<file path="src/inc/rirq_pkg.sv">
// Constants for the reader interrupt status logic.
// Assumes a 50 MHz system clock and 8-bit registers on a 32-bit bus.
package rirq_pkg;

    // Clock and collision window timing
    localparam int unsigned CLK_HZ = 50_000_000;
    localparam int unsigned COL_BIT_RATE_BPS = 106_000;
    localparam int unsigned COL_WIN_CYC = CLK_HZ / COL_BIT_RATE_BPS;

    // Register indices, byte address is four times the index
    localparam logic [5:0] IDX_CTRL = 6'h01;
    localparam logic [5:0] IDX_NRWAIT = 6'h07;
    localparam logic [5:0] IDX_STAT = 6'h0C;
    localparam logic [5:0] IDX_MASK = 6'h0D;
    localparam logic [5:0] IDX_COLPOS = 6'h0E;

    // Values after reset
    localparam logic [7:0] CTRL_RST = 8'h00;
    localparam logic [7:0] NRWAIT_RST = 8'h10;
    localparam logic [7:0] STAT_RST = 8'h00;
    localparam logic [7:0] MASK_RST = 8'h3E;
    localparam logic [7:0] COLPOS_RST = 8'h00;

    // Status flag positions
    localparam int unsigned ST_TX = 7;
    localparam int unsigned ST_RX = 6;
    localparam int unsigned ST_FIFO = 5;
    localparam int unsigned ST_CRC = 4;
    localparam int unsigned ST_PAR = 3;
    localparam int unsigned ST_FRM = 2;
    localparam int unsigned ST_COL = 1;
    localparam int unsigned ST_NR = 0;

    // Protocol control fields
    localparam int unsigned CTRL_NO_RX_CRC = 7;
    localparam int unsigned CTRL_COL7 = 6;
    localparam logic [1:0] PROTO_14443A = 2'h1;
    localparam logic [1:0] PROTO_15693 = 2'h2;

    // FIFO and collision thresholds
    localparam logic [3:0] FIFO_HIGH_LVL = 4'h8;
    localparam logic [3:0] FIFO_LOW_LVL = 4'h4;
    localparam logic [3:0] COL_THR_LO = 4'h6;
    localparam logic [3:0] COL_THR_HI = 4'h7;

    // Bus responses
    localparam logic [1:0] RESP_OKAY = 2'h0;
    localparam logic [1:0] RESP_DECERR = 2'h3;

endpackage

</file>
<file path="src/rirq_status.sv">
// Interrupt status, mask and collision position registers of a reader.
// Assumes framer event inputs synchronous to clk_i, AXI4-Lite host side.
//
// What this block does
// - Status clears on reset, enable low, control write
// - Status read clears flags and drops request
// - During transmit only flags 7 and 5 change
// - During receive only flag 6 changes, no request
// - Request raised only at end of phase or on no-response timeout
// - Transmit flag set at start, request at end
// - Receive flag set on start-of-frame, request at end
// - FIFO flag: over 8 receive, under 4 transmit
// - CRC fail flag only when CRC check enabled
// - Parity fail flag in 14443 A mode
// - Framing or end-of-frame fault in bit 2
// - Collision when events exceed 6 or 7 per bit
// - No-response flag after wait time, 15693 only
// - Mask register loads 0x3E on reset, enable low
// - Mask read clears collision bits, keeps enables
// - Mask layout: position 7:6, enables 5:0
// - Low collision position read-cleared at 0x0E
//
// The AXI4-Lite slave port was decided locally.
module rirq_status
    import rirq_pkg::*;
#(
    parameter int unsigned NR_STEP_CYC = 64
) (
    // Clock and reset
    input wire logic clk_i,
    input wire logic arst_n_i,
    input wire logic en_i,
    // AXI4-Lite write channels
    input wire logic [7:0] awaddr_i,
    input wire logic awvalid_i,
    output logic awready_o,
    input wire logic [31:0] wdata_i,
    input wire logic [3:0] wstrb_i,
    input wire logic wvalid_i,
    output logic wready_o,
    output logic [1:0] bresp_o,
    output logic bvalid_o,
    input wire logic bready_i,
    // AXI4-Lite read channels
    input wire logic [7:0] araddr_i,
    input wire logic arvalid_i,
    output logic arready_o,
    output logic [31:0] rdata_o,
    output logic [1:0] rresp_o,
    output logic rvalid_o,
    input wire logic rready_i,
    // Framer events
    input wire logic tx_start_i,
    input wire logic tx_end_i,
    input wire logic rx_sof_i,
    input wire logic rx_end_i,
    input wire logic [3:0] fifo_level_i,
    input wire logic crc_err_i,
    input wire logic parity_err_i,
    input wire logic framing_err_i,
    input wire logic coll_evt_i,
    input wire logic [9:0] col_pos_i,
    // Host request and decoder control
    output logic irq_o,
    output logic decoder_en_o
);

    typedef struct packed {
        logic awready;
        logic wready;
        logic aw_full;
        logic w_full;
        logic [5:0] aw_idx;
        logic [7:0] w_data;
        logic w_low;
        logic bvalid;
        logic [1:0] bresp;
        logic arready;
        logic rvalid;
        logic [31:0] rdata;
        logic [1:0] rresp;
        logic [7:0] ctrl;
        logic [7:0] nrwait;
        logic [7:0] stat;
        logic [7:0] mask;
        logic [7:0] colpos;
        logic [7:0] pend;
        logic irq;
        logic tx_busy;
        logic rx_busy;
        logic dec_en;
        logic [8:0] win_cnt;
        logic [3:0] evt_cnt;
        logic nr_armed;
        logic [15:0] nr_cnt;
    } rirq_state_t;

    localparam rirq_state_t ST_RESET = '{
        awready: 1'b1, wready: 1'b1, arready: 1'b1, dec_en: 1'b1,
        ctrl: CTRL_RST, nrwait: NRWAIT_RST, stat: STAT_RST,
        mask: MASK_RST, colpos: COLPOS_RST, default: '0};

    localparam logic [8:0] WIN_CYC = 9'(COL_WIN_CYC);
    localparam logic [15:0] NR_STEP = 16'(NR_STEP_CYC);

    rirq_state_t s_r;
    rirq_state_t s_nxt;
    logic [7:0] set_v;
    logic [7:0] pend_v;
    logic clr_stat;
    logic raise;
    logic nr_exp;
    logic capture;
    logic wr_go;
    logic ar_go;
    logic [5:0] ar_idx;

    // Register read mux shared by the read path
    function automatic logic [7:0] rd_mux(input rirq_state_t st,
                                          input logic [5:0] idx);
        logic [7:0] v;
        v = 8'h00;
        unique case (idx)
            IDX_CTRL: v = st.ctrl;
            IDX_NRWAIT: v = st.nrwait;
            IDX_STAT: v = st.stat;
            IDX_MASK: v = st.mask;
            IDX_COLPOS: v = st.colpos;
            default: v = 8'h00;
        endcase
        return v;
    endfunction

    function automatic logic is_mapped(input logic [5:0] idx);
        return idx == IDX_CTRL || idx == IDX_NRWAIT || idx == IDX_STAT ||
               idx == IDX_MASK || idx == IDX_COLPOS;
    endfunction

    // Next-state logic: bus slave, phases, flags and request
    always_comb begin
        logic [3:0] thr;
        logic [3:0] evt_next;
        thr = 4'h0;
        evt_next = 4'h0;
        s_nxt = s_r;
        set_v = 8'h00;
        pend_v = 8'h00;
        clr_stat = 1'b0;
        raise = 1'b0;
        nr_exp = 1'b0;
        ar_idx = araddr_i[7:2];
        ar_go = arvalid_i && s_r.arready;
        wr_go = s_r.aw_full && s_r.w_full && !s_r.bvalid;

        // Write address and data taken in either order
        if (awvalid_i && s_r.awready) begin
            s_nxt.aw_full = 1'b1;
            s_nxt.aw_idx = awaddr_i[7:2];
        end
        if (wvalid_i && s_r.wready) begin
            s_nxt.w_full = 1'b1;
            s_nxt.w_data = wdata_i[7:0];
            s_nxt.w_low = wstrb_i[0];
        end
        if (s_r.bvalid && bready_i) begin
            s_nxt.bvalid = 1'b0;
        end
        if (wr_go) begin
            s_nxt.aw_full = 1'b0;
            s_nxt.w_full = 1'b0;
            s_nxt.bvalid = 1'b1;
            s_nxt.bresp = is_mapped(s_r.aw_idx) ? RESP_OKAY : RESP_DECERR;
            if (s_r.w_low) begin
                unique case (s_r.aw_idx)
                    IDX_CTRL: begin
                        s_nxt.ctrl = s_r.w_data;
                        clr_stat = 1'b1;
                    end
                    IDX_NRWAIT: s_nxt.nrwait = s_r.w_data;
                    IDX_MASK: s_nxt.mask[5:0] = s_r.w_data[5:0];
                    default: ;
                endcase
            end
        end

        // Read: data latched and read side effects at address accept
        if (s_r.rvalid && rready_i) begin
            s_nxt.rvalid = 1'b0;
        end
        if (ar_go) begin
            s_nxt.rvalid = 1'b1;
            s_nxt.rdata = {24'h00_0000, rd_mux(s_r, ar_idx)};
            s_nxt.rresp = is_mapped(ar_idx) ? RESP_OKAY : RESP_DECERR;
            if (ar_idx == IDX_STAT) begin
                clr_stat = 1'b1;
            end
            if (ar_idx == IDX_MASK) begin
                s_nxt.mask[7:6] = 2'b00;
            end
            if (ar_idx == IDX_COLPOS) begin
                s_nxt.colpos = 8'h00;
            end
        end

        // Transmit phase: only transmit and FIFO flags move
        if (tx_start_i && !s_r.tx_busy) begin
            s_nxt.tx_busy = 1'b1;
            s_nxt.rx_busy = 1'b0;
            s_nxt.nr_armed = 1'b0;
            set_v[ST_TX] = 1'b1;
        end
        if (s_r.tx_busy && fifo_level_i < FIFO_LOW_LVL) begin
            set_v[ST_FIFO] = 1'b1;
        end

        // Receive phase: errors held back until the frame ends
        if (rx_sof_i && !s_r.tx_busy && !s_r.rx_busy) begin
            s_nxt.rx_busy = 1'b1;
            s_nxt.nr_armed = 1'b0;
            set_v[ST_RX] = 1'b1;
        end
        if (s_r.rx_busy) begin
            pend_v[ST_FIFO] = fifo_level_i > FIFO_HIGH_LVL;
            pend_v[ST_CRC] = crc_err_i && !s_r.ctrl[CTRL_NO_RX_CRC];
            pend_v[ST_PAR] = parity_err_i &&
                             s_r.ctrl[1:0] == PROTO_14443A;
            pend_v[ST_FRM] = framing_err_i;
        end

        // Collision events counted inside one 106 kbps bit window
        thr = s_r.ctrl[CTRL_COL7] ? COL_THR_HI : COL_THR_LO;
        if (s_r.win_cnt != 9'h000) begin
            s_nxt.win_cnt = s_r.win_cnt - 9'h001;
        end
        if (coll_evt_i && s_r.rx_busy) begin
            if (s_r.win_cnt == 9'h000) begin
                s_nxt.win_cnt = WIN_CYC;
                evt_next = 4'h1;
            end else begin
                evt_next = (s_r.evt_cnt == 4'hF) ? 4'hF :
                           s_r.evt_cnt + 4'h1;
            end
            s_nxt.evt_cnt = evt_next;
            pend_v[ST_COL] = evt_next > thr;
        end
        // A transmit that aborts a receive drops its held-back errors
        s_nxt.pend = s_nxt.rx_busy ? (s_r.pend | pend_v) : 8'h00;

        // Error position follows the latest collision or error
        capture = |pend_v[ST_COL +: 4];
        if (capture) begin
            s_nxt.colpos = col_pos_i[7:0];
            s_nxt.mask[7:6] = col_pos_i[9:8];
        end

        // Phase ends commit flags and may raise the request
        if (tx_end_i && s_r.tx_busy) begin
            s_nxt.tx_busy = 1'b0;
            s_nxt.nr_armed = s_r.ctrl[1:0] == PROTO_15693;
            s_nxt.nr_cnt = 16'h0000;
            raise = 1'b1;
        end
        if (rx_end_i && s_r.rx_busy) begin
            s_nxt.rx_busy = 1'b0;
            s_nxt.pend = 8'h00;
            set_v = set_v | s_r.pend | pend_v;
            raise = 1'b1;
        end
        if (raise) begin
            raise = |((s_r.stat | set_v) & {2'b11, s_r.mask[5:0]});
        end

        // No-response wait after a 15693 transmit
        if (s_r.nr_armed) begin
            s_nxt.nr_cnt = s_r.nr_cnt + 16'h0001;
            if ({8'h00, s_r.nrwait} * NR_STEP <= s_r.nr_cnt) begin
                nr_exp = !(rx_sof_i || tx_start_i);
            end
        end
        if (nr_exp) begin
            s_nxt.nr_armed = 1'b0;
            set_v[ST_NR] = 1'b1;
            raise = raise || s_r.mask[ST_NR];
        end

        // Set wins over clear for both flags and request
        s_nxt.stat = (clr_stat ? 8'h00 : s_r.stat) | set_v;
        s_nxt.irq = (s_r.irq && !clr_stat) || raise;
        s_nxt.dec_en = !s_nxt.tx_busy;

        // Enable pin low returns registers, phases and request to their reset state; bus channels keep theirs
        if (!en_i) begin
            s_nxt.ctrl = CTRL_RST;
            s_nxt.nrwait = NRWAIT_RST;
            s_nxt.stat = STAT_RST;
            s_nxt.mask = MASK_RST;
            s_nxt.colpos = COLPOS_RST;
            s_nxt.pend = 8'h00;
            s_nxt.irq = 1'b0;
            s_nxt.tx_busy = 1'b0;
            s_nxt.rx_busy = 1'b0;
            s_nxt.dec_en = 1'b1;
            s_nxt.win_cnt = 9'h000;
            s_nxt.evt_cnt = 4'h0;
            s_nxt.nr_armed = 1'b0;
        end

        s_nxt.awready = !s_nxt.aw_full;
        s_nxt.wready = !s_nxt.w_full;
        s_nxt.arready = !s_nxt.rvalid;
    end

    // State register
    always_ff @(posedge clk_i or negedge arst_n_i) begin
        if (!arst_n_i) begin
            s_r <= ST_RESET;
        end else begin
            s_r <= s_nxt;
        end
    end

    // Outputs straight from the state register
    assign awready_o = s_r.awready;
    assign wready_o = s_r.wready;
    assign bvalid_o = s_r.bvalid;
    assign bresp_o = s_r.bresp;
    assign arready_o = s_r.arready;
    assign rvalid_o = s_r.rvalid;
    assign rdata_o = s_r.rdata;
    assign rresp_o = s_r.rresp;
    assign irq_o = s_r.irq;
    assign decoder_en_o = s_r.dec_en;

    // Checks on flags and request
    property p_en_reset;
        @(posedge clk_i) disable iff (!arst_n_i)
        !en_i |=> s_r.stat == STAT_RST && !irq_o && s_r.mask == MASK_RST;
    endproperty
    a_en_reset: assert property (p_en_reset)
        else $error("enable low did not reset registers");

    property p_ctrl_wr_clear;
        @(posedge clk_i) disable iff (!arst_n_i)
        wr_go && s_r.w_low && s_r.aw_idx == IDX_CTRL && set_v == 8'h00
        |=> s_r.stat == 8'h00;
    endproperty
    a_ctrl_wr_clear: assert property (p_ctrl_wr_clear)
        else $error("control write did not clear status");

    property p_read_clear;
        @(posedge clk_i) disable iff (!arst_n_i)
        ar_go && ar_idx == IDX_STAT && set_v == 8'h00 && !raise
        |=> s_r.stat == 8'h00 && !irq_o && rdata_o[7:0] == $past(s_r.stat);
    endproperty
    a_read_clear: assert property (p_read_clear)
        else $error("status read did not clear flags");

    property p_tx_frozen;
        @(posedge clk_i) disable iff (!arst_n_i)
        s_r.tx_busy && en_i && !clr_stat
        |=> (s_r.stat & 8'h5F) == ($past(s_r.stat) & 8'h5F) &&
            decoder_en_o == $past(tx_end_i);
    endproperty
    a_tx_frozen: assert property (p_tx_frozen)
        else $error("flag moved during transmit");

    property p_rx_no_irq;
        @(posedge clk_i) disable iff (!arst_n_i)
        s_r.rx_busy && !(rx_end_i || tx_start_i || s_r.nr_armed) && !irq_o
        |=> !irq_o;
    endproperty
    a_rx_no_irq: assert property (p_rx_no_irq)
        else $error("request raised inside receive");

    property p_irq_cause;
        @(posedge clk_i) disable iff (!arst_n_i)
        $rose(irq_o) |-> $past(tx_end_i && s_r.tx_busy ||
                               rx_end_i && s_r.rx_busy || nr_exp);
    endproperty
    a_irq_cause: assert property (p_irq_cause)
        else $error("request raised outside a phase end");

    property p_tx_flag;
        @(posedge clk_i) disable iff (!arst_n_i)
        tx_start_i && !s_r.tx_busy && en_i ##1 !clr_stat && en_i
        ##1 tx_end_i && s_r.tx_busy && en_i && !clr_stat
        |=> s_r.stat[ST_TX] && irq_o;
    endproperty
    a_tx_flag: assert property (p_tx_flag)
        else $error("transmit flag or request missing");

    property p_rx_flag;
        @(posedge clk_i) disable iff (!arst_n_i)
        rx_sof_i && !s_r.tx_busy && !s_r.rx_busy && en_i && !irq_o
        && !s_r.nr_armed |=> s_r.stat[ST_RX] && !irq_o;
    endproperty
    a_rx_flag: assert property (p_rx_flag)
        else $error("receive flag wrong at start of frame");

    property p_mask_read;
        @(posedge clk_i) disable iff (!arst_n_i)
        ar_go && ar_idx == IDX_MASK && !capture && en_i && !wr_go
        |=> s_r.mask[7:6] == 2'b00 && s_r.mask[5:0] == $past(s_r.mask[5:0]);
    endproperty
    a_mask_read: assert property (p_mask_read)
        else $error("mask read handled wrongly");

    property p_crc_gate;
        @(posedge clk_i) disable iff (!arst_n_i)
        s_r.rx_busy && s_r.ctrl[CTRL_NO_RX_CRC] && !s_r.pend[ST_CRC]
        && en_i && !rx_end_i |=> !s_r.pend[ST_CRC];
    endproperty
    a_crc_gate: assert property (p_crc_gate)
        else $error("CRC fail recorded while check disabled");

endmodule

</file>
<file path="config.mk">
export PLATFORM = sky130hd
export DESIGN_NAME = rirq_status
export DESIGN_NICKNAME = d
export VERILOG_FILES = /design/src/inc/rirq_pkg.sv /design/src/rirq_status.sv
export SDC_FILE = /design/constraint.sdc
export NUM_CORES = 1
export LEC_CHECK = 0
export ABC_AREA = 1
export BUFFER_PORTS_ARGS = -buffer_cell sky130_fd_sc_hd__buf_2
export CAP_MARGIN = 20
export CORE_MARGIN = 2
export CORE_UTILIZATION = 45
export CTS_BUF_LIST = sky130_fd_sc_hd__clkbuf_8
export DETAILED_ROUTE_END_ITERATION = 8
export PLACE_DENSITY = 0.8
export SYNTH_ARGS = -nofsm -noshare
export SYNTH_HDL_FRONTEND = slang
export SYNTH_SLANG_ARGS = --single-unit
</file>
<file path="constraint.sdc">
create_clock -name clk_i -period 2.23 [get_ports clk_i]
set_input_delay 0 -clock clk_i [delete_from_list [all_inputs] [get_ports clk_i]]
set_output_delay 0 -clock clk_i [all_outputs]
set_load 0.01 [all_outputs]
</file>
==> results of run 1 <==
[worst max path at each step]
stage,slack [ps],end,from
3_5_place_dp,-50,s_r[44]$_DFFE_PN0P_,s_r[21]$_DFF_PN0_
3_3_place_gp,30,s_r[48]$_DFFE_PN0P_,s_r[21]$_DFF_PN0_
4_1_cts,-6,irq_o$_DFF_PN0_,s_r[21]$_DFF_PN0_
5_1_grt,-180,irq_o$_DFF_PN0_,s_r[21]$_DFF_PN0_
2_1_floorplan,30,irq_o$_DFF_PN0_,s_r[21]$_DFF_PN0_
6_report,-30,irq_o$_DFF_PN0_,s_r[21]$_DFF_PN0_
[routing by layer]
| metal | track usage (%) | up-vias | routed length, µm |
|---|---|---|---|
| met5 | 0 | - | 0 |
| met4 | 7.91 | 0 | 340 |
| met3 | 3.63 | 30 | 719 |
| met2 | 36.0 | 171 | 7110 |
| met1 | 26.6 | 2393 | 5990 |
| li1 | - | 2463 | - |
[cell usage after synthesis, types with 7 or more instances]
| master | instances | area (µm²) |
|---|---|---|
| nand2_1 | 145 | 544 |
| nand4_1 | 11 | 68.8 |
| inv_1 | 95 | 357 |
| nand3_1 | 35 | 175 |
| ha_1 | 15 | 188 |
| nor3_1 | 9 | 45.0 |
| buf_4 | 36 | 270 |
| dfrtp_1 | 101 | 2530 |
| o22ai_1 | 10 | 62.6 |
| a21oi_1 | 45 | 225 |
| dfstp_2 | 10 | 263 |
| o21ai_0 | 48 | 240 |
| nor2_1 | 43 | 161 |
| a221oi_1 | 7 | 61.3 |
| o21ai_1 | 19 | 95.1 |
[layout make-up]
cell class                 instances  area, µm²
inverter                         104        393
clock buffer                       9        124
timing repair buffer             126        888
multi-input combinational        461       2480
fill                            1129       5650
clock inverter                     7       78.8
tap                              172        215
sequential                       111       2790
[what timing repair did]
item | CTS | global route
hold endpoints to repair | 84 | 0
endpoints found under the setup margin | 11 | 11
setup buffers | 2 | 4
hold buffers | 37 | 0
resized for setup | 9 | 14
gates cloned | 1 | 0
pin swaps | 2 | 8
[where the power goes]
part	switching (mW)	total [mW]	internal [mW]
sequential	0.339	2.79	2.45
clock	0.728	1.26	0.529
combinational	1.05	1.81	0.756
total	2.12	5.85	3.74
[through the flow]
stage / setup slack (ps) / hold slack, ps / instance area, µm² / setup TNS (ps) / util (%)
2_1_floorplan: 26.6 / -296 / 5900 / 0 / -
3_3_place_gp: 33.1 / 96.2 / 6240 / 0 / 49.5
3_5_place_dp: -51.7 / 89.0 / 6240 / -334 / 49.5
4_1_cts: -5.85 / 5.16 / 6880 / -5.85 / 54.5
5_1_grt: -178 / 43.7 / 6970 / -1300 / 55.2
6_report: -29.2 / 12.4 / 6970 / -98.3 / 55.2
[worst max-delay path, delay by kind of cell (launching register included)]
family,cells,cell delay [ps]
DFF,1,410
adders and majority gates,2,350
and+or+nand+nor,15,1150
AOI/OAI and AO/OA,1,130
buffers and inverters,2,150
[cells by family after synthesis]
family / count (synthesis) / share of synthesized area, %
flops: 111 / 48.1
fa+ha+maj: 15 / 3.23
simple gates: 273 / 21.8
other cells: 1 / 0.0646
compound gates: 146 / 14.0
xor+xnor: 3 / 0.453
buf+inv: 152 / 12.4
==> flow_summary.ini, run 1 <==
[routing]
routedWlPerCell_um = 14.3
vias_per_cell = 5.11
wirelength_um = 14200
firstDrtPassIters = 6
route.detailed.drc = 0
vias = 5057
drt_iter0_markers = 441
drtAntennaViolNets = 0

[sta]
fmax_ghz = 0.443
clock_skew_ps = 13.3
slew_headroom_pct = 34.9
hold_viol_final = 0
fin_ws_ps = -29.2
period_minus_slack_ps = 2260
finalSetupViolations = 6
final.period_utilization_pct = 101
rsz0062_at_grt = true
finalMaxSlewViolations = 0
tightest_slew_ps = 973

[outcome]
violations = setup timing
outcome = complete, but fails checks

[power_and_ir_drop]
cellPowerDensity_nw_per_um2 = 840
leakage_nw = 3.42
ir_drop_mv = 0.619
p_total_mw = 5.85

[global_routing]
antenna_found_initial = 0
grt_max_degree = 53
grt_usage_pct = 21.0
grt_overflow = 0
grt_pass1_vias = 5020
grt_pass1_wl_um = 23600

[critical_path]
rr_worst_depth = 20
crit_path_frequent_cell = nand2_1
max_stage_delay_ps = 410
crit_slowest_cell = dfrtp_1
reg2reg_slack_ps = -30
cp-end-kind = flip-flop
start_kind = flip-flop
worstPathRequired_ps = 2560
worstSetupPathType = flip-flop to flip-flop
r2r-start = s_r[21]$_DFF_PN0_
timing.rr.end = irq_o$_DFF_PN0_
path_max_fanout = 3
worstPathCellList = inv_2, ha_4, nand2_4, nor2_4, nand2_4, inv_4, nor2_4, ha_4, or2_4, nor2_4, nand3_2, nand2_2, nand2_4, nand2_2, nand2_2, nand2_1, nand2_1, nand2_1, nand2_1, a21oi_2
cp.arrival_ps = 2580

[place]
dp_hpwl_um = 9920
gp_congestion = 0.866
post-place-cells = 930
place.port_buffers = 69

[die]
initial_core_util_pct = 46.0
dieArea_um2 = 13800
core-area_um2 = 12600
fp.dieW_um = 118
io_pins = 125
fp-row-count = 41
die_h_um = 118

[yosys]
async_reset_ff_share_pct = 100
yosysUniqueCellTypes = 47
syn_area_per_cell_um2 = 8.28
synth_edf_count = 0
yosysSeqAreaShare_pct = 48.1
syn_inst = 701
synth_seq_cells = 111
synthFlopType = dfrtp_1
synth_warnings = 0
synthesis.area_um2 = 5810

[min_path]
worstHoldPathType = input port to flip-flop
holdPathEnd = decoder_en_o$_DFF_PN1_
min_from = tx_end_i
min_path_cells = 5

[final_layout]
nNetsFinal = 910
diodes = 0
mostFrequentLayoutCell = nand2_1
fin_cells = 990
layout_common_cells = 142 x nand2_1, 101 x dfrtp_1, 92 x inv_1
largest_reg_flops = 94
area_growth_pct = 20.0
layout-drive-gt1-share_pct = 20.4
regMostFlops = s_r

[cts]
cts.clk_slew.worst_paths_ps = 110
cts.sinks = 111
tritoncts = built
h-tree-depth = 3
clk_latency_ps = 390
cts_root_buffer = clkbuf_8
cts_buffers = 9
ctsLongestPathBuffers = 2

[flow_run]
cap_viol_max_count = 0
No activity file was read; power rests on OpenSTA's default activity.
==> run 2, diff against run 1 <==
Clock period 2.23 ns to 1.86 ns, I/O delays scaled along.
==> run 2 against run 1 <==
  * The run still ends with setup timing left
  * Sequential share of layout area decreased by 1.3 points
  * Sequential cell count unchanged
  * Global-route usage increased by 0.45 points
  * Combinational power increased by 30%
  * Final area increased by 3.2%
  * Fmax increased by 0.14%
  * Setup slack got worse by 370 ps
  * Largest power group unchanged
  * Highest routed layer unchanged
==> flow_summary.ini, run 2 (synthesized netlist as in run 1, its figures left out) <==
[final_layout]
regMostFlops = s_r
largest_reg_flops = 94
layout_common_cells = 142 x nand2_1, 101 x dfrtp_1, 92 x inv_1
area_growth_pct = 23.9
diodes = 0
n_fill_cell = 1107
mostFrequentLayoutCell = nand2_1
nNetsFinal = 931
final_area_um2 = 7190
layout-drive-gt1-share_pct = 24.0
final_core_util_pct = 57.0

[critical_path]
r2r-start = s_r[21]$_DFF_PN0_
start_kind = flip-flop
cp-startpoint = s_r[21]$_DFF_PN0_
timing.rr.end = s_r[43]$_DFFE_PN0P_
worstPathRequired_ps = 2120
cp.arrival_ps = 2520
endpoint = s_r[43]$_DFFE_PN0P_
rr_worst_depth = 17
path_max_fanout = 8
worstSetupPathType = flip-flop to flip-flop
reg2reg_slack_ps = -400
cp-end-kind = flip-flop

[cts]
cts.clk_slew.worst_paths_ps = 110
cts.sinks = 111
cts_root_buffer = clkbuf_8
tritoncts = built
h-tree-depth = 3
clk_latency_ps = 380
ctsLongestPathBuffers = 2
cts_buffers = 9

[sta]
slew_headroom_pct = 61.2
fin_ws_ps = -396
tightest_slew_ps = 581
fmax_ghz = 0.443
finalMaxSlewViolations = 0
whs_ps = 28.1
rsz0062_at_grt = true
period_minus_slack_ps = 2260
hold_viol_final = 0
final.period_utilization_pct = 121
finalSetupViolations = 13
clock_skew_ps = 15.8

[global_routing]
grt_max_degree = 71
antenna_found_initial = 0
grt_usage_pct = 21.4
grt_overflow = 0
grt_pass1_wl_um = 24000
grt_pass1_vias = 5061

[die]
initial_core_util_pct = 46.0
io_pins = 125
fp-row-count = 41
fp.dieW_um = 118
die_h_um = 118
dieArea_um2 = 13800
core-area_um2 = 12600

[place]
place_area_um2 = 6480
dp_hpwl_um = 10000
place.port_buffers = 69
gp_congestion = 0.854

[routing]
wirelength_um = 14600
routedWlPerCell_um = 14.4
drtAntennaViolNets = 0
route.detailed.drc = 0
drt_iter0_markers = 380
vias = 5144
vias_per_cell = 5.09
firstDrtPassIters = 5

[min_path]
min_path_cells = 4
worstHoldPathType = input port to flip-flop

[power_and_ir_drop]
comb_power_share_pct = 32.7
p_sw_share_pct = 35.9
power_switching_mw = 2.58
cellPowerDensity_nw_per_um2 = 999
p_total_mw = 7.19
cell_internal_pwr_mw = 4.61
clkPwrFrac_pct = 20.8
p_seq_share_pct = 46.4
ir_drop_mv = 0.851
leakage_nw = 3.54

[outcome]
outcome = complete, but fails checks
violations = setup timing

[flow_run]
cap_viol_max_count = 0
## run 2: cell count changes in the layout (fill, tap and decap cells not counted), moves of 2 or more
cell,before,now
nand3_1,34,26
nor2_1,41,39
nor2_2,5,7
nand3_2,6,14
inv_6,2,0
buf_4,18,40
## run 2: layer usage
metal  wire [µm]  vias up  GRT usage (%)
met4         278        0           6.02
met3         780       23           3.78
met5           0        -              0
li1            -     2496              -
met2        7170      171           36.2
met1        6320     2454           28.5
## run 2: worst min-delay path by stage
stage                 from                endpoint  slack [ps]
2_1_floorplan     arst_n_i  bresp_o[0]$_DFFE_PN0P_        -300
3_3_place_gp      arst_n_i       s_r[27]$_DFF_PN0_          50
3_5_place_dp      arst_n_i       s_r[27]$_DFF_PN0_          50
4_1_cts        araddr_i[3]  rresp_o[0]$_DFFE_PN0P_          20
5_1_grt        araddr_i[3]  rresp_o[0]$_DFFE_PN0P_          40
6_report       araddr_i[4]  rresp_o[0]$_DFFE_PN0P_          30
## run 2: worst max-delay path, stage by stage (launching register included)
cell,delay (ps)
dfrtp_1,400
inv_2,90
ha_4,140
nand2_4,50
nor2_4,100
nand2_4,60
inv_4,60
nor2_4,40
ha_4,200
or2_4,250
nor2_4,80
nand3_2,70
nand2_2,90
nand2_4,70
nand4_4,120
nor2_4,60
o21ai_4,130
o21ai_1,130
## run 2: power by group through the flow
stage	Combinational [mW]	Clock [mW]	Sequential, mW
6_report	2.35	1.50	3.34
5_1_grt	2.62	1.63	3.39
4_1_cts	2.22	1.52	3.32
3_5_place_dp	2.07	0	3.36
3_3_place_gp	2.01	0	3.34
2_1_floorplan	1.49	0	3.25
## run 2: per-stage QoR
stage | instances | setup WS, ps | TNS (ps)
after detailed placement | 952 | -389 | -4130
after floorplan | 724 | -343 | -3380
after global routing | 1011 | -496 | -5840
after CTS | 1006 | -349 | -4070
after global placement | 952 | -337 | -3300
final | 1011 | -396 | -4470
## run 2: area by class of cell
cell class,count,area [µm²],area share [%]
Multi-Input combinational cell,461,2540,35.4
Clock inverter,6,70.1,0.974
Sequential cell,111,2790,38.8
Timing Repair Buffer,147,1040,14.5
Clock buffer,10,138,1.91
Inverter,104,393,5.46
Tap cell,172,215,2.99
## run 2: timing repair
action,in CTS,in global routing
hold buffers,36,0
setup endpoints to repair,13,25
pin swaps,10,13
gates cloned,0,0
buffers inserted,2,5
endpoints found under the hold margin,144,0
gates resized for setup,6,15
==> run 3, diff against run 2 <==
Settings changed: BUFFER_PORTS_ARGS -buffer_cell sky130_fd_sc_hd__buf_2 to default, DONT_BUFFER_PORTS from default to 1, HOLD_SLACK_MARGIN from default to 0.03, PLACE_DENSITY 0.8 to default, PLACE_DENSITY_LB_ADDON from default to 0.3.
==> run 3 against run 2 <==
  * The flow finishes with violations (hold timing, setup timing)
  * Die area unchanged
  * Highest routed layer unchanged
  * Total power fell by 2.6%
  * Sequential share of layout area grew 0.63 points
  * First-iteration DRC count increased by 5.0%
==> flow_summary.ini, run 3 (synthesized netlist as in run 1, its figures left out) <==
[sta]
hold_viol_final = 111
fin_ws_ps = -372
setup_tns_ps = -4120
clock_skew_ps = 10.4
fmax_ghz = 0.448
final.period_utilization_pct = 120
whs_ps = -705
finalSetupViolations = 13
tightest_slew_ps = 569
finalMaxSlewViolations = 0
rsz0062_at_grt = true
slew_headroom_pct = 61.9
period_minus_slack_ps = 2230

[critical_path]
timing.rr.end = irq_o$_DFF_PN0_
cp.arrival_ps = 2550
worstPathRequired_ps = 2170
reg2reg_slack_ps = -370
path_max_fanout = 3
r2r-start = s_r[21]$_DFF_PN0_
start_kind = flip-flop
worstSetupPathType = flip-flop to flip-flop
cp-end-kind = flip-flop
rr_worst_depth = 20
cp-startpoint = s_r[21]$_DFF_PN0_
endpoint = irq_o$_DFF_PN0_

[power_and_ir_drop]
p_total_mw = 7.00
comb_power_share_pct = 32.1
p_sw_share_pct = 36.1
power_switching_mw = 2.53
cell_internal_pwr_mw = 4.47
leakage_nw = 3.37
cellPowerDensity_nw_per_um2 = 990
clkPwrFrac_pct = 19.2
p_seq_share_pct = 48.7
ir_drop_mv = 0.896

[global_routing]
antenna_found_initial = 0
grt_pass1_vias = 5127
grt_pass1_wl_um = 24700
grt_overflow = 0
grt_usage_pct = 22.1
grt_max_degree = 112

[final_layout]
n_fill_cell = 1178
final_core_util_pct = 56.1
mostFrequentLayoutCell = nand2_1
multiInputGateArea_um2 = 2540
diodes = 0
seqCellArea_um2 = 2790
regMostFlops = s_r
nNetsFinal = 889
largest_reg_flops = 94
layout_common_cells = 138 x nand2_1, 101 x dfrtp_1, 93 x inv_1
area_growth_pct = 21.9
layout-drive-gt1-share_pct = 16.9

[place]
post-place-ws_ps = -452
place.port_buffers = 0
dp_hpwl_um = 9990
gp_congestion = 0.828

[flow_run]
cap_viol_max_count = 0

[cts]
tritoncts = built
cts_root_buffer = clkbuf_8
cts.clk_slew.worst_paths_ps = 110
ctsLongestPathBuffers = 2
cts.sinks = 111
clk_latency_ps = 380
cts_buffers = 9
h-tree-depth = 3

[die]
die_h_um = 118
dieArea_um2 = 13800
initial_core_util_pct = 46.0
fp-row-count = 41
core-area_um2 = 12600
io_pins = 125
fp.dieW_um = 118

[min_path]
worstHoldPathType = input port to asynchronous set/reset pin

[routing]
wirelength_um = 14700
vias = 5010
route.detailed.drc = 0
drtAntennaViolNets = 0
routedWlPerCell_um = 15.2
firstDrtPassIters = 5
drt_iter0_markers = 399
vias_per_cell = 5.17

[outcome]
outcome = complete, but fails checks
violations = hold timing, setup timing
[run 3: worst max-delay path, stage by stage (launching register included)]
cell,delay (ps)
dfrtp_1,410
inv_2,80
ha_4,130
nand2_4,50
nor2_4,110
nand2_4,60
inv_4,60
nor2_4,50
ha_4,200
or2_4,230
nor2_4,80
nand3_2,70
nand2_2,80
nand2_4,60
nand2_2,80
nand2_2,70
nand2_2,80
nand2_1,50
nand2_1,60
nand2_1,60
a21oi_2,100
[run 3: worst min path at each step]
stage / endpoint / slack [ps] / startpoint / cells past startpoint
5_1_grt: s_r[130]$_DFFE_PN0P_ / -720 / arst_n_i / 0
2_1_floorplan: bresp_o[0]$_DFFE_PN0P_ / -300 / arst_n_i / 0
6_report: s_r[135]$_DFFE_PN0P_ / -710 / arst_n_i / 0
3_3_place_gp: s_r[130]$_DFFE_PN0P_ / -290 / arst_n_i / 0
3_5_place_dp: s_r[135]$_DFFE_PN0P_ / -290 / arst_n_i / 0
4_1_cts: s_r[135]$_DFFE_PN0P_ / -720 / arst_n_i / 0
[run 3: layout make-up]
type                       instances  area share (%)
clock buffer                       9            1.75
clock inverter                     7           0.672
inverter                         104            5.60
multi-input combinational        461            35.9
sequential                       111            39.4
tap                              172            3.04
timing repair buffer             105            13.6
[run 3: routing by layer]
layer,wire [µm],vias to the layer above,GRT usage [%]
li1,-,2412,-
met1,6480,2416,29.3
met2,7120,162,37.1
met3,799,20,3.25
met4,286,0,7.68
met5,0,-,0
[run 3: through the flow]
stage          cell area (µm²)  cells
2_1_floorplan             5980    724
3_3_place_gp              6140    885
3_5_place_dp              6140    885
4_1_cts                   7010    966
5_1_grt                   7080    969
6_report                  7080    969
[run 3: power groups by stage]
stage | clock network (mW) | registers, mW | logic [mW]
after floorplan | 0 | 3.25 | 1.49
after global placement | 0 | 3.42 | 1.75
after detailed placement | 0 | 3.44 | 1.80
after CTS | 1.36 | 3.40 | 2.12
after global routing | 1.47 | 3.46 | 2.54
final | 1.34 | 3.41 | 2.25
[run 3: repair_timing]
item,4_1_cts,5_1_grt
pin swaps,8,8
endpoints found under the hold margin,181,112
setup endpoints to repair,13,26
hold buffers,62,1
resized for setup,11,11
buffers inserted,3,3
